`src/ape_pkg.sv`:
```
// constants shared by the active power and energy datapath
package ape_pkg;

    // ========================================================
    // widths
    localparam int unsigned ADDR_W     = 6;
    localparam int unsigned DATA_W     = 24;
    localparam int unsigned CUR_W      = 24;
    localparam int unsigned VOLT_W     = 16;
    localparam int unsigned POWER_W    = 24;
    localparam int unsigned FRAC_W     = 33;
    localparam int unsigned ACC_W      = 49;
    localparam int unsigned ENERGY_W   = 24;
    localparam int unsigned GAIN_W     = 12;
    localparam int unsigned OFFSET_W   = 16;
    localparam int unsigned DIV_W      = 8;
    localparam int unsigned MODE_W     = 16;
    localparam int unsigned FLAG_W     = 8;

    // ========================================================
    // register indices on the register port
    localparam logic [5:0] REG_WAVEFORM      = 6'h01;
    localparam logic [5:0] REG_ACTIVE_ENERGY = 6'h02;
    localparam logic [5:0] REG_ENERGY_COR    = 6'h03;
    localparam logic [5:0] REG_MODE          = 6'h09;
    localparam logic [5:0] REG_IRQ_ENABLE    = 6'h0A;
    localparam logic [5:0] REG_STATUS        = 6'h0B;
    localparam logic [5:0] REG_POWER_OFFSET  = 6'h11;
    localparam logic [5:0] REG_WATT_GAIN     = 6'h12;
    localparam logic [5:0] REG_ENERGY_DIV    = 6'h13;

    // ========================================================
    // fields and reset values
    localparam int unsigned MODE_POS_ONLY_BIT = 15;
    localparam int unsigned MODE_SRC_LSB      = 13;
    localparam int unsigned MODE_RATE_LSB     = 11;
    localparam logic [1:0]  WAVE_SRC_POWER    = 2'h0;
    localparam int unsigned FLAG_HALF_BIT     = 0;
    localparam int unsigned FLAG_WRAP_BIT     = 1;
    localparam int unsigned FLAG_SAMPLE_BIT   = 3;
    localparam logic [15:0] MODE_RESET        = 16'h0000;
    localparam logic [7:0]  IRQ_EN_RESET      = 8'h00;
    localparam logic [11:0] GAIN_RESET        = 12'h000;
    localparam logic [15:0] OFFSET_RESET      = 16'h0000;
    localparam logic [7:0]  DIV_RESET         = 8'h00;

    // ========================================================
    // arithmetic scaling and timing counts
    localparam int unsigned GAIN_FRAC_BITS    = 12;
    localparam int unsigned OFFSET_FRAC_BITS  = 8;
    localparam int unsigned PROD_SHIFT        = 16;
    localparam int unsigned LPF_SHIFT         = 10;
    localparam int unsigned ACC_TICK_CYCLES   = 4;
    localparam int unsigned WAVE_BASE_TICKS   = 32;

endpackage : ape_pkg

```
`src/ape_energy_acc.sv`:
```
// 49-bit signed energy accumulator with clear-on-read and wrap events
`timescale 1ns/100ps

module ape_energy_acc #(
    parameter int unsigned TERM_W = 33
) (
    input  wire logic                    clk,
    input  wire logic                    rst_n,
    input  wire logic                    tick,
    input  wire logic signed [TERM_W-1:0] term,
    input  wire logic                    clear_upper,
    output logic        [23:0]           energy,
    output logic                         half_evt,
    output logic                         wrap_evt
);

    localparam int unsigned AW = ape_pkg::ACC_W;
    localparam int unsigned EW = ape_pkg::ENERGY_W;

    if (TERM_W < 2 || TERM_W >= AW) begin : g_bad_term
        $error("ape_energy_acc: TERM_W out of range");
    end

    logic signed [AW-1:0] acc_q;
    logic signed [AW-1:0] acc_d;
    logic signed [AW-1:0] base;
    logic                 half_q;
    logic                 half_d;
    logic                 wrap_q;
    logic                 wrap_d;
    logic        [EW-1:0] old_e;
    logic        [EW-1:0] new_e;

    // ========================================================
    // accumulate
    always_comb begin
        base = acc_q;
        if (clear_upper) begin
            base[AW-1:AW-EW] = '0;                              // [RL9]
        end
        acc_d  = base;
        half_d = 1'b0;
        wrap_d = 1'b0;
        old_e  = base[AW-1:AW-EW];
        if (tick) begin
            // plain two's complement add, wraps at full scale
            acc_d = base + AW'(term);                      // [RL3] [RL5] [RL11]
        end
        new_e = acc_d[AW-1:AW-EW];
        if (tick) begin
            // half-full: moving outward past one half of full scale, positive or negative
            half_d = (old_e[EW-1:EW-2] == 2'b00 && new_e[EW-1:EW-2] == 2'b01)
                  || (old_e[EW-1:EW-2] == 2'b11 && new_e[EW-1:EW-2] == 2'b10);
            wrap_d = (!old_e[EW-1] && new_e[EW-1] && !term[TERM_W-1])
                  || (old_e[EW-1] && !new_e[EW-1] && term[TERM_W-1]); // [RL12]
        end
    end

    always_ff @(posedge clk or negedge rst_n) begin
        if (!rst_n) begin
            acc_q  <= '0;                                        // [RL16]
            half_q <= 1'b0;
            wrap_q <= 1'b0;
        end else begin
            acc_q  <= acc_d;
            half_q <= half_d;
            wrap_q <= wrap_d;
        end
    end

    assign energy   = acc_q[AW-1:AW-EW];                         // [RL3]
    assign half_evt = half_q;
    assign wrap_evt = wrap_q;

endmodule : ape_energy_acc

```
`src/ape_top.sv`:
```
// active power datapath, energy accumulation and register port
`timescale 1ns/100ps

// How it works
// [RL1] multiply current and voltage samples, low-pass the product into active power
// [RL2] scale active power by one plus signed 12-bit watt gain over 4096
// [RL3] accumulate into 49-bit signed register; readable energy is upper 24 bits
// [RL4] add one power sample to the accumulator every four input clocks
// [RL5] accumulation is a signed add so negative power lowers the total
// [RL6] positive-only mode discards negative samples before accumulation
// [RL7] divide by unsigned 8-bit energy divider; zero acts as one
// [RL8] fill time grows in proportion to a nonzero divider setting
// [RL9] clear-on-read energy read returns energy and clears accumulator upper bits
// [RL10] source 0,0 plus sample enable bit 3 puts power in waveform register
// [RL11] energy wraps with two's complement behaviour at both full scales
// [RL12] half-full and overflow/underflow raise enableable interrupt events
// [RL13] signed 16-bit power offset added at 1/256 of a waveform LSB
// [RL14] mode bit 15 selects positive-only accumulation, off after reset
// [RL15] interrupt request goes low when a new waveform sample is ready
// [RL16] reset clears the accumulator and all pending event flags
module ape_top #(
    parameter int unsigned LPF_SHIFT       = ape_pkg::LPF_SHIFT,
    parameter int unsigned WAVE_BASE_TICKS = ape_pkg::WAVE_BASE_TICKS
) (
    input  wire logic                       clk,
    input  wire logic                       rst_n,
    input  wire logic signed [23:0]         current_sample,
    input  wire logic signed [15:0]         voltage_sample,
    input  wire logic        [5:0]          reg_addr,
    input  wire logic                       reg_wr,
    input  wire logic        [23:0]         reg_wdata,
    input  wire logic                       reg_rd,
    output logic             [23:0]         reg_rdata,
    output logic                            reg_rvalid,
    output logic                            irq_n
);

    localparam int unsigned PW = ape_pkg::POWER_W;
    localparam int unsigned FW = ape_pkg::FRAC_W;
    localparam int unsigned PRW = ape_pkg::CUR_W + ape_pkg::VOLT_W;
    localparam int unsigned GPW = PW + ape_pkg::GAIN_W;
    localparam int unsigned WCW = 12;

    if (LPF_SHIFT < 1 || LPF_SHIFT > 20) begin : g_bad_lpf
        $error("ape_top: LPF_SHIFT out of range");
    end
    if (WAVE_BASE_TICKS < 1 || WAVE_BASE_TICKS * 8 > 4095) begin : g_bad_wave
        $error("ape_top: WAVE_BASE_TICKS out of range");
    end

    // ========================================================
    // accumulation tick
    logic [1:0] tick_cnt_q;
    logic [1:0] tick_cnt_d;
    logic       tick;

    always_comb begin
        tick       = (tick_cnt_q == 2'(ape_pkg::ACC_TICK_CYCLES - 1)); // [RL4]
        tick_cnt_d = tick ? 2'h0 : tick_cnt_q + 2'h1;
    end

    always_ff @(posedge clk or negedge rst_n) begin
        if (!rst_n) begin
            tick_cnt_q <= 2'h0;
        end else begin
            tick_cnt_q <= tick_cnt_d;
        end
    end

    // ========================================================
    // control registers
    logic        [15:0] mode_q;
    logic        [15:0] mode_d;
    logic        [7:0]  irq_en_q;
    logic        [7:0]  irq_en_d;
    logic signed [11:0] gain_q;
    logic signed [11:0] gain_d;
    logic signed [15:0] offset_q;
    logic signed [15:0] offset_d;
    logic        [7:0]  div_q;
    logic        [7:0]  div_d;

    always_comb begin
        mode_d   = mode_q;
        irq_en_d = irq_en_q;
        gain_d   = gain_q;
        offset_d = offset_q;
        div_d    = div_q;
        if (reg_wr) begin
            unique case (reg_addr)
                ape_pkg::REG_MODE:         mode_d   = reg_wdata[15:0];
                ape_pkg::REG_IRQ_ENABLE:   irq_en_d = reg_wdata[7:0];
                ape_pkg::REG_WATT_GAIN:    gain_d   = reg_wdata[11:0];
                ape_pkg::REG_POWER_OFFSET: offset_d = reg_wdata[15:0];
                ape_pkg::REG_ENERGY_DIV:   div_d    = reg_wdata[7:0];
                default: ;
            endcase
        end
    end

    always_ff @(posedge clk or negedge rst_n) begin
        if (!rst_n) begin
            mode_q   <= ape_pkg::MODE_RESET;                    // [RL14]
            irq_en_q <= ape_pkg::IRQ_EN_RESET;
            gain_q   <= ape_pkg::GAIN_RESET;
            offset_q <= ape_pkg::OFFSET_RESET;
            div_q    <= ape_pkg::DIV_RESET;
        end else begin
            mode_q   <= mode_d;
            irq_en_q <= irq_en_d;
            gain_q   <= gain_d;
            offset_q <= offset_d;
            div_q    <= div_d;
        end
    end

    // ========================================================
    // multiplier and low-pass
    logic signed [PRW-1:0] prod;
    logic signed [PW-1:0]  prod_s;
    logic signed [PW:0]    lpf_diff;
    logic signed [PW:0]    lpf_step;
    logic signed [PW:0]    lpf_sum;
    logic signed [PW-1:0]  lpf_q;
    logic signed [PW-1:0]  lpf_d;

    always_comb begin
        prod     = current_sample * voltage_sample;             // [RL1]
        prod_s   = prod[PRW-1:ape_pkg::PROD_SHIFT];
        lpf_diff = (PW+1)'(prod_s) - (PW+1)'(lpf_q);
        // first order filter: ripple at twice line rate remains
        lpf_step = lpf_diff >>> LPF_SHIFT;
        lpf_sum  = (PW+1)'(lpf_q) + lpf_step;
        lpf_d    = tick ? lpf_sum[PW-1:0] : lpf_q;              // [RL1]
    end

    always_ff @(posedge clk or negedge rst_n) begin
        if (!rst_n) begin
            lpf_q <= '0;
        end else begin
            lpf_q <= lpf_d;
        end
    end

    // ========================================================
    // gain, offset, divider, positive-only gate
    logic signed [GPW-1:0] gain_prod;
    logic signed [PW:0]    power_g;
    logic signed [FW-1:0]  power_frac;
    logic        [7:0]     div_eff;
    logic signed [FW-1:0]  quot;
    logic signed [FW-1:0]  term;
    logic signed [PW-1:0]  wave_value;

    always_comb begin
        gain_prod  = lpf_q * gain_q;
        power_g    = (PW+1)'(lpf_q) + (PW+1)'($signed(
                     gain_prod[GPW-1:ape_pkg::GAIN_FRAC_BITS])); // [RL2]
        power_frac = {power_g, 8'h00} + FW'(offset_q);          // [RL13]
        // keeps 24 bits: values beyond 24-bit full scale are not expected
        wave_value = power_frac[FW-2:ape_pkg::OFFSET_FRAC_BITS];
        div_eff    = (div_q == 8'h00) ? 8'h01 : div_q;          // [RL7]
        // remainder dropped each tick, so fill time scales by the divider
        quot       = power_frac / $signed({1'b0, div_eff});     // [RL7] [RL8]
        term       = quot;
        if (mode_q[ape_pkg::MODE_POS_ONLY_BIT] && quot[FW-1]) begin
            term = '0;                                          // [RL6] [RL14]
        end
    end

    // ========================================================
    // energy accumulator
    logic [23:0] energy;
    logic        half_evt;
    logic        wrap_evt;
    logic        clear_upper;

    assign clear_upper = reg_rd && (reg_addr == ape_pkg::REG_ENERGY_COR);

    ape_energy_acc #(
        .TERM_W      (FW)
    ) u_acc (
        .clk         (clk),
        .rst_n       (rst_n),
        .tick        (tick),
        .term        (term),
        .clear_upper (clear_upper),
        .energy      (energy),
        .half_evt    (half_evt),
        .wrap_evt    (wrap_evt)
    );

    // ========================================================
    // waveform sampling
    logic [WCW-1:0] wave_cnt_q;
    logic [WCW-1:0] wave_cnt_d;
    logic [WCW-1:0] wave_period;
    logic [23:0]    wave_q;
    logic [23:0]    wave_d;
    logic           sample_evt;
    logic           wave_on;

    always_comb begin
        wave_period = WCW'(WAVE_BASE_TICKS)
                    << mode_q[ape_pkg::MODE_RATE_LSB +: 2];
        wave_on     = (mode_q[ape_pkg::MODE_SRC_LSB +: 2]
                       == ape_pkg::WAVE_SRC_POWER)
                   && irq_en_q[ape_pkg::FLAG_SAMPLE_BIT];       // [RL10]
        wave_cnt_d  = wave_cnt_q;
        wave_d      = wave_q;
        sample_evt  = 1'b0;
        if (!wave_on) begin
            wave_cnt_d = '0;
        end else if (tick) begin
            if (wave_cnt_q >= wave_period - WCW'(1)) begin
                wave_cnt_d = '0;
                wave_d     = wave_value;                        // [RL10]
                sample_evt = 1'b1;
            end else begin
                wave_cnt_d = wave_cnt_q + WCW'(1);
            end
        end
    end

    always_ff @(posedge clk or negedge rst_n) begin
        if (!rst_n) begin
            wave_cnt_q <= '0;
            wave_q     <= '0;
        end else begin
            wave_cnt_q <= wave_cnt_d;
            wave_q     <= wave_d;
        end
    end

    // ========================================================
    // status flags, set wins over clear-on-read
    logic [7:0] flags_q;
    logic [7:0] flags_d;
    logic [7:0] flag_set;

    always_comb begin
        flag_set = 8'h00;
        flag_set[ape_pkg::FLAG_HALF_BIT]   = half_evt;          // [RL12]
        flag_set[ape_pkg::FLAG_WRAP_BIT]   = wrap_evt;          // [RL12]
        flag_set[ape_pkg::FLAG_SAMPLE_BIT] = sample_evt;
        flags_d = flags_q;
        if (reg_rd && reg_addr == ape_pkg::REG_STATUS) begin
            flags_d = 8'h00;
        end
        flags_d = flags_d | flag_set;
    end

    always_ff @(posedge clk or negedge rst_n) begin
        if (!rst_n) begin
            flags_q <= 8'h00;                                   // [RL16]
        end else begin
            flags_q <= flags_d;
        end
    end

    // open-drain style request, low while an enabled flag is pending
    assign irq_n = ~|(flags_q & irq_en_q);                      // [RL12] [RL15]

    // ========================================================
    // register read port
    logic [23:0] rdata_q;
    logic [23:0] rdata_d;
    logic        rvalid_q;

    always_comb begin
        rdata_d = rdata_q;
        if (reg_rd) begin
            unique case (reg_addr)
                ape_pkg::REG_WAVEFORM:      rdata_d = wave_q;
                ape_pkg::REG_ACTIVE_ENERGY: rdata_d = energy;
                ape_pkg::REG_ENERGY_COR:    rdata_d = energy;   // [RL9]
                ape_pkg::REG_MODE:          rdata_d = {8'h00, mode_q};
                ape_pkg::REG_IRQ_ENABLE:    rdata_d = {16'h0000, irq_en_q};
                ape_pkg::REG_STATUS:        rdata_d = {16'h0000, flags_q};
                ape_pkg::REG_POWER_OFFSET:  rdata_d = {8'h00, offset_q};
                ape_pkg::REG_WATT_GAIN:     rdata_d = {12'h000, gain_q};
                ape_pkg::REG_ENERGY_DIV:    rdata_d = {16'h0000, div_q};
                default:                    rdata_d = 24'h00_0000;
            endcase
        end
    end

    always_ff @(posedge clk or negedge rst_n) begin
        if (!rst_n) begin
            rdata_q  <= 24'h00_0000;
            rvalid_q <= 1'b0;
        end else begin
            rdata_q  <= rdata_d;
            rvalid_q <= reg_rd;
        end
    end

    assign reg_rdata  = rdata_q;
    assign reg_rvalid = rvalid_q;

endmodule : ape_top

```
`config.mk`:
```
export PLATFORM = sky130hd
export DESIGN_NAME = ape_top
export DESIGN_NICKNAME = d
export VERILOG_FILES = /design/src/ape_pkg.sv /design/src/ape_energy_acc.sv /design/src/ape_top.sv
export SDC_FILE = /design/constraint.sdc
export NUM_CORES = 2
export LEC_CHECK = 0
export BUFFER_PORTS_ARGS = -buffer_cell sky130_fd_sc_hd__buf_4
export CAP_MARGIN = 10
export CELL_PAD_IN_SITES_DETAIL_PLACEMENT = 1
export CELL_PAD_IN_SITES_GLOBAL_PLACEMENT = 1
export CORE_MARGIN = 8
export CORE_UTILIZATION = 55
export DETAILED_ROUTE_END_ITERATION = 12
export GPL_ROUTABILITY_DRIVEN = 0
export GPL_TIMING_DRIVEN = 1
export PLACE_DENSITY_LB_ADDON = 0.15
export RECOVER_POWER = 100
export SYNTH_ARGS = -nofsm -noshare
export SYNTH_HDL_FRONTEND = slang
export SYNTH_HIERARCHICAL = 1
export SYNTH_SLANG_ARGS = --single-unit
export TNS_END_PERCENT = 10
```
`constraint.sdc`:
```
create_clock -name clk -period 195.8 [get_ports clk]
set_input_delay 29.37 -clock clk [delete_from_list [all_inputs] [get_ports clk]]
set_output_delay 29.37 -clock clk [all_outputs]
set_load 0.01 [all_outputs]
```
==> reports/qor.csv <==
metric,value,unit
CP Buf/Inv Count,30,
Hold Crit Endpoint,tick_cnt_q[0]$_DFF_PN0_,
All-Layer GR Usage,32.1,%
"most common cell after layout, fill and taps aside",inv_1,
"commonest cells after routing, fill and taps aside","inv_1 (841), nand2_1 (811), fa_1 (633)",
number of global-route vias before repair,60400,
synthesized area,59700,µm²
prevailing post-synth register cell,dfrtp_1,
Crit Reg-Reg Endpoint,u_acc/acc_q[38]$_DFF_PN0_,
status,"finished, violations left",
"Remaining Overflow, GRT",0,
"Worst Path Class, Setup",reg2reg,
final net count,8406,
Post-CTS Setup Inserts,0,
clock-pin slew on the worst setup and hold paths,0.06,ns
r2r worst-path depth,489,
Clock Latency Late Sink,0.58,ns
Vias/cell,6.38,
post_cts resized,0,
post-DP HPWL,157,mm
CP Data Required Time,196.25,ns
IO Port Bufs,91,
clk root buf,clkbuf_16,
highest metal used,met4,
first-pass GRT wire length,319,mm
fmax,7.21,MHz
share of layout cells above drive strength 1,8.72,%
RR Startpoint,gain_q[3]$_DFFE_PN0P_,
Max clock buf depth,3,
worst slew pin tran,7.80,ns
Rel. slew slack,-420,%
largest net degree at the start of global routing,130,
drt wl/cell,22.9,µm
Hold Path Stages,1,
Post-synth EDFFs,0,
CTS Buf Count,24,
final clock skew,0.0292,ns
"flops & latches, synth",201,
Crit Path Max Fanout,32,
"Seq/Total Area, Yosys",8.43,%
clk sinks,201,
Final min period,138.75,ns
hold path start,tick_cnt_q[0]$_DFF_PN0_,
YS warnings,6,
Post-CTS Hold Fix Bufs,0,
Starting Density,55.1,%
failing checks,"max-capacitance violations, max-slew violations",
Final Hold Fails,0,
area overhead of the layout relative to synthesis,2.97,%
# DRC,0,
unrepaired setup endpoints after global routing,false,
initial antenna violation count,6,
Top-Level Pins,100,
Critical Path Stages,489,
DR WL met3,9.07,mm
initial drt markers,3264,
H-tree levels,1,
Synth async-reset ratio,100,%
slowest CP cell,a2111oi_0,
via count,54700,
diodes inserted,0,
WL final,196,mm
Hold Path Class,reg2reg,
critical path endpoint category,flop,
TritonRoute pass-1 iters,7,
Crit path max-delay family,compound AO/OA/AOI/OAI gates,
Worst path max stage delay,2.16,ns
Sum Neg Setup Slack,0,ns
r2r setup slk,57.05,ns
# rows,121,
Die X,345,µm
Syn Inst Count,7255,
Core Region,108000,µm²
met2 wire length,98.9,mm
Cell variety after synth,181,
Final setup viols,0,
Detail Route Antenna Nets,0,
Most Frequent Cell on Critical Path,o21a_1,
data arrival time of the worst path,139.20,ns
startpoint types,flop,
die height,345,µm
syn avg cell area,8.22,µm²
CTS tree,done,
max_cap viols,10,
post-route clock period utilization,70.9,%
"Slew Viols, Final",362,
routed length on met1,79.3,mm
Total Die Area,119000,µm²
## stage by stage
step	worst slack [ns]	std cells	area, µm²	hold slack [ns]	utilization, %
after floorplan	92.36	7256	59700	0.403	-
after global placement	77.65	8528	61000	0.445	56.3
after detailed placement	74.17	8528	61000	0.460	56.3
after CTS	73.53	8572	61900	0.472	57.1
after global routing	47.15	8572	61400	0.455	56.7
final	57.05	8572	61400	0.445	56.7
## worst max-delay path by stage
stage,from,slack (ns),end
global route,lpf_q[4]$_DFFE_PN0P_,47.15,u_acc/half_evt$_DFF_PN0_
floorplan,gain_q[2]$_DFFE_PN0P_,92.36,u_acc/half_evt$_DFF_PN0_
CTS,lpf_q[4]$_DFFE_PN0P_,73.53,u_acc/acc_q[32]$_DFF_PN0_
finish,gain_q[3]$_DFFE_PN0P_,57.05,u_acc/acc_q[38]$_DFF_PN0_
detailed placement,lpf_q[4]$_DFFE_PN0P_,74.17,u_acc/acc_q[32]$_DFF_PN0_
global placement,gain_q[3]$_DFFE_PN0P_,77.65,u_acc/acc_q[32]$_DFF_PN0_
## synth_stat cells, types with 94 or more instances
master	instances	area share, %
inv_1	841	5.3
nand2_1	811	5.1
fa_1	633	21
ha_1	559	12
nor2_1	491	3.1
a21oi_1	316	2.7
nor3_1	280	2.3
and2_1	246	2.6
xnor2_1	242	3.6
o21a_1	231	2.9
o21ai_0	224	1.9
dfrtp_1	201	8.4
clkbuf_1	179	1.1
mux2_2	163	3.1
nand3_1	100	0.84
xor2_1	94	1.4
## per-layer routing
metal,track usage [%],up-vias
met1,38.9,27800
met3,3.16,536
met5,0,-
met2,58.2,1534
met4,13.2,0
li1,-,24800
## registers in the layout, indices dropped and copies added (netlist names)
register and flops:
irq_en_q 8, reg_rvalid 1, div_q 8, offset_q 16, u_acc/acc_q 49, tick_cnt_q 2
gain_q 12, flags_q 3, lpf_q 24, wave_cnt_q 12, mode_q 16, wave_q 24
u_acc/half_evt 1, reg_rdata 24, u_acc/wrap_evt 1
## cells by family after synthesis
kind of cell    synth area share, %
compound gates                 19.6
xor+xnor                       5.14
fa+ha+maj                      33.1
buf+inv                        7.88
flops                          8.43
mux                            3.99
other cells                 0.00629
simple gates                   21.9
## final cells by class
class                           instances  area (µm²)
Multi-Input combinational cell       5929       49700
Fill cell                           13200       46800
Sequential cell                       201        5030
Inverter                              844        3170
Tap cell                             1414        1770
Timing Repair Buffer                  140         897
Clock buffer                           33         674
Clock inverter                         11         200
## worst reg2reg max path, delay by kind of cell, from the launching register on
family | cells | cell delay, ns
DFF | 1 | 0.95
AOI/OAI and AO/OA | 254 | 62.40
xor gates and xnor gates | 3 | 0.63
and+or+nand+nor | 147 | 47.28
buffers and inverters | 30 | 7.78
muxes | 12 | 4.79
adders and majority gates | 43 | 14.82
Power is not shown: default switching activity piles up to over one toggle a cycle in this logic, so the estimate is an artifact.
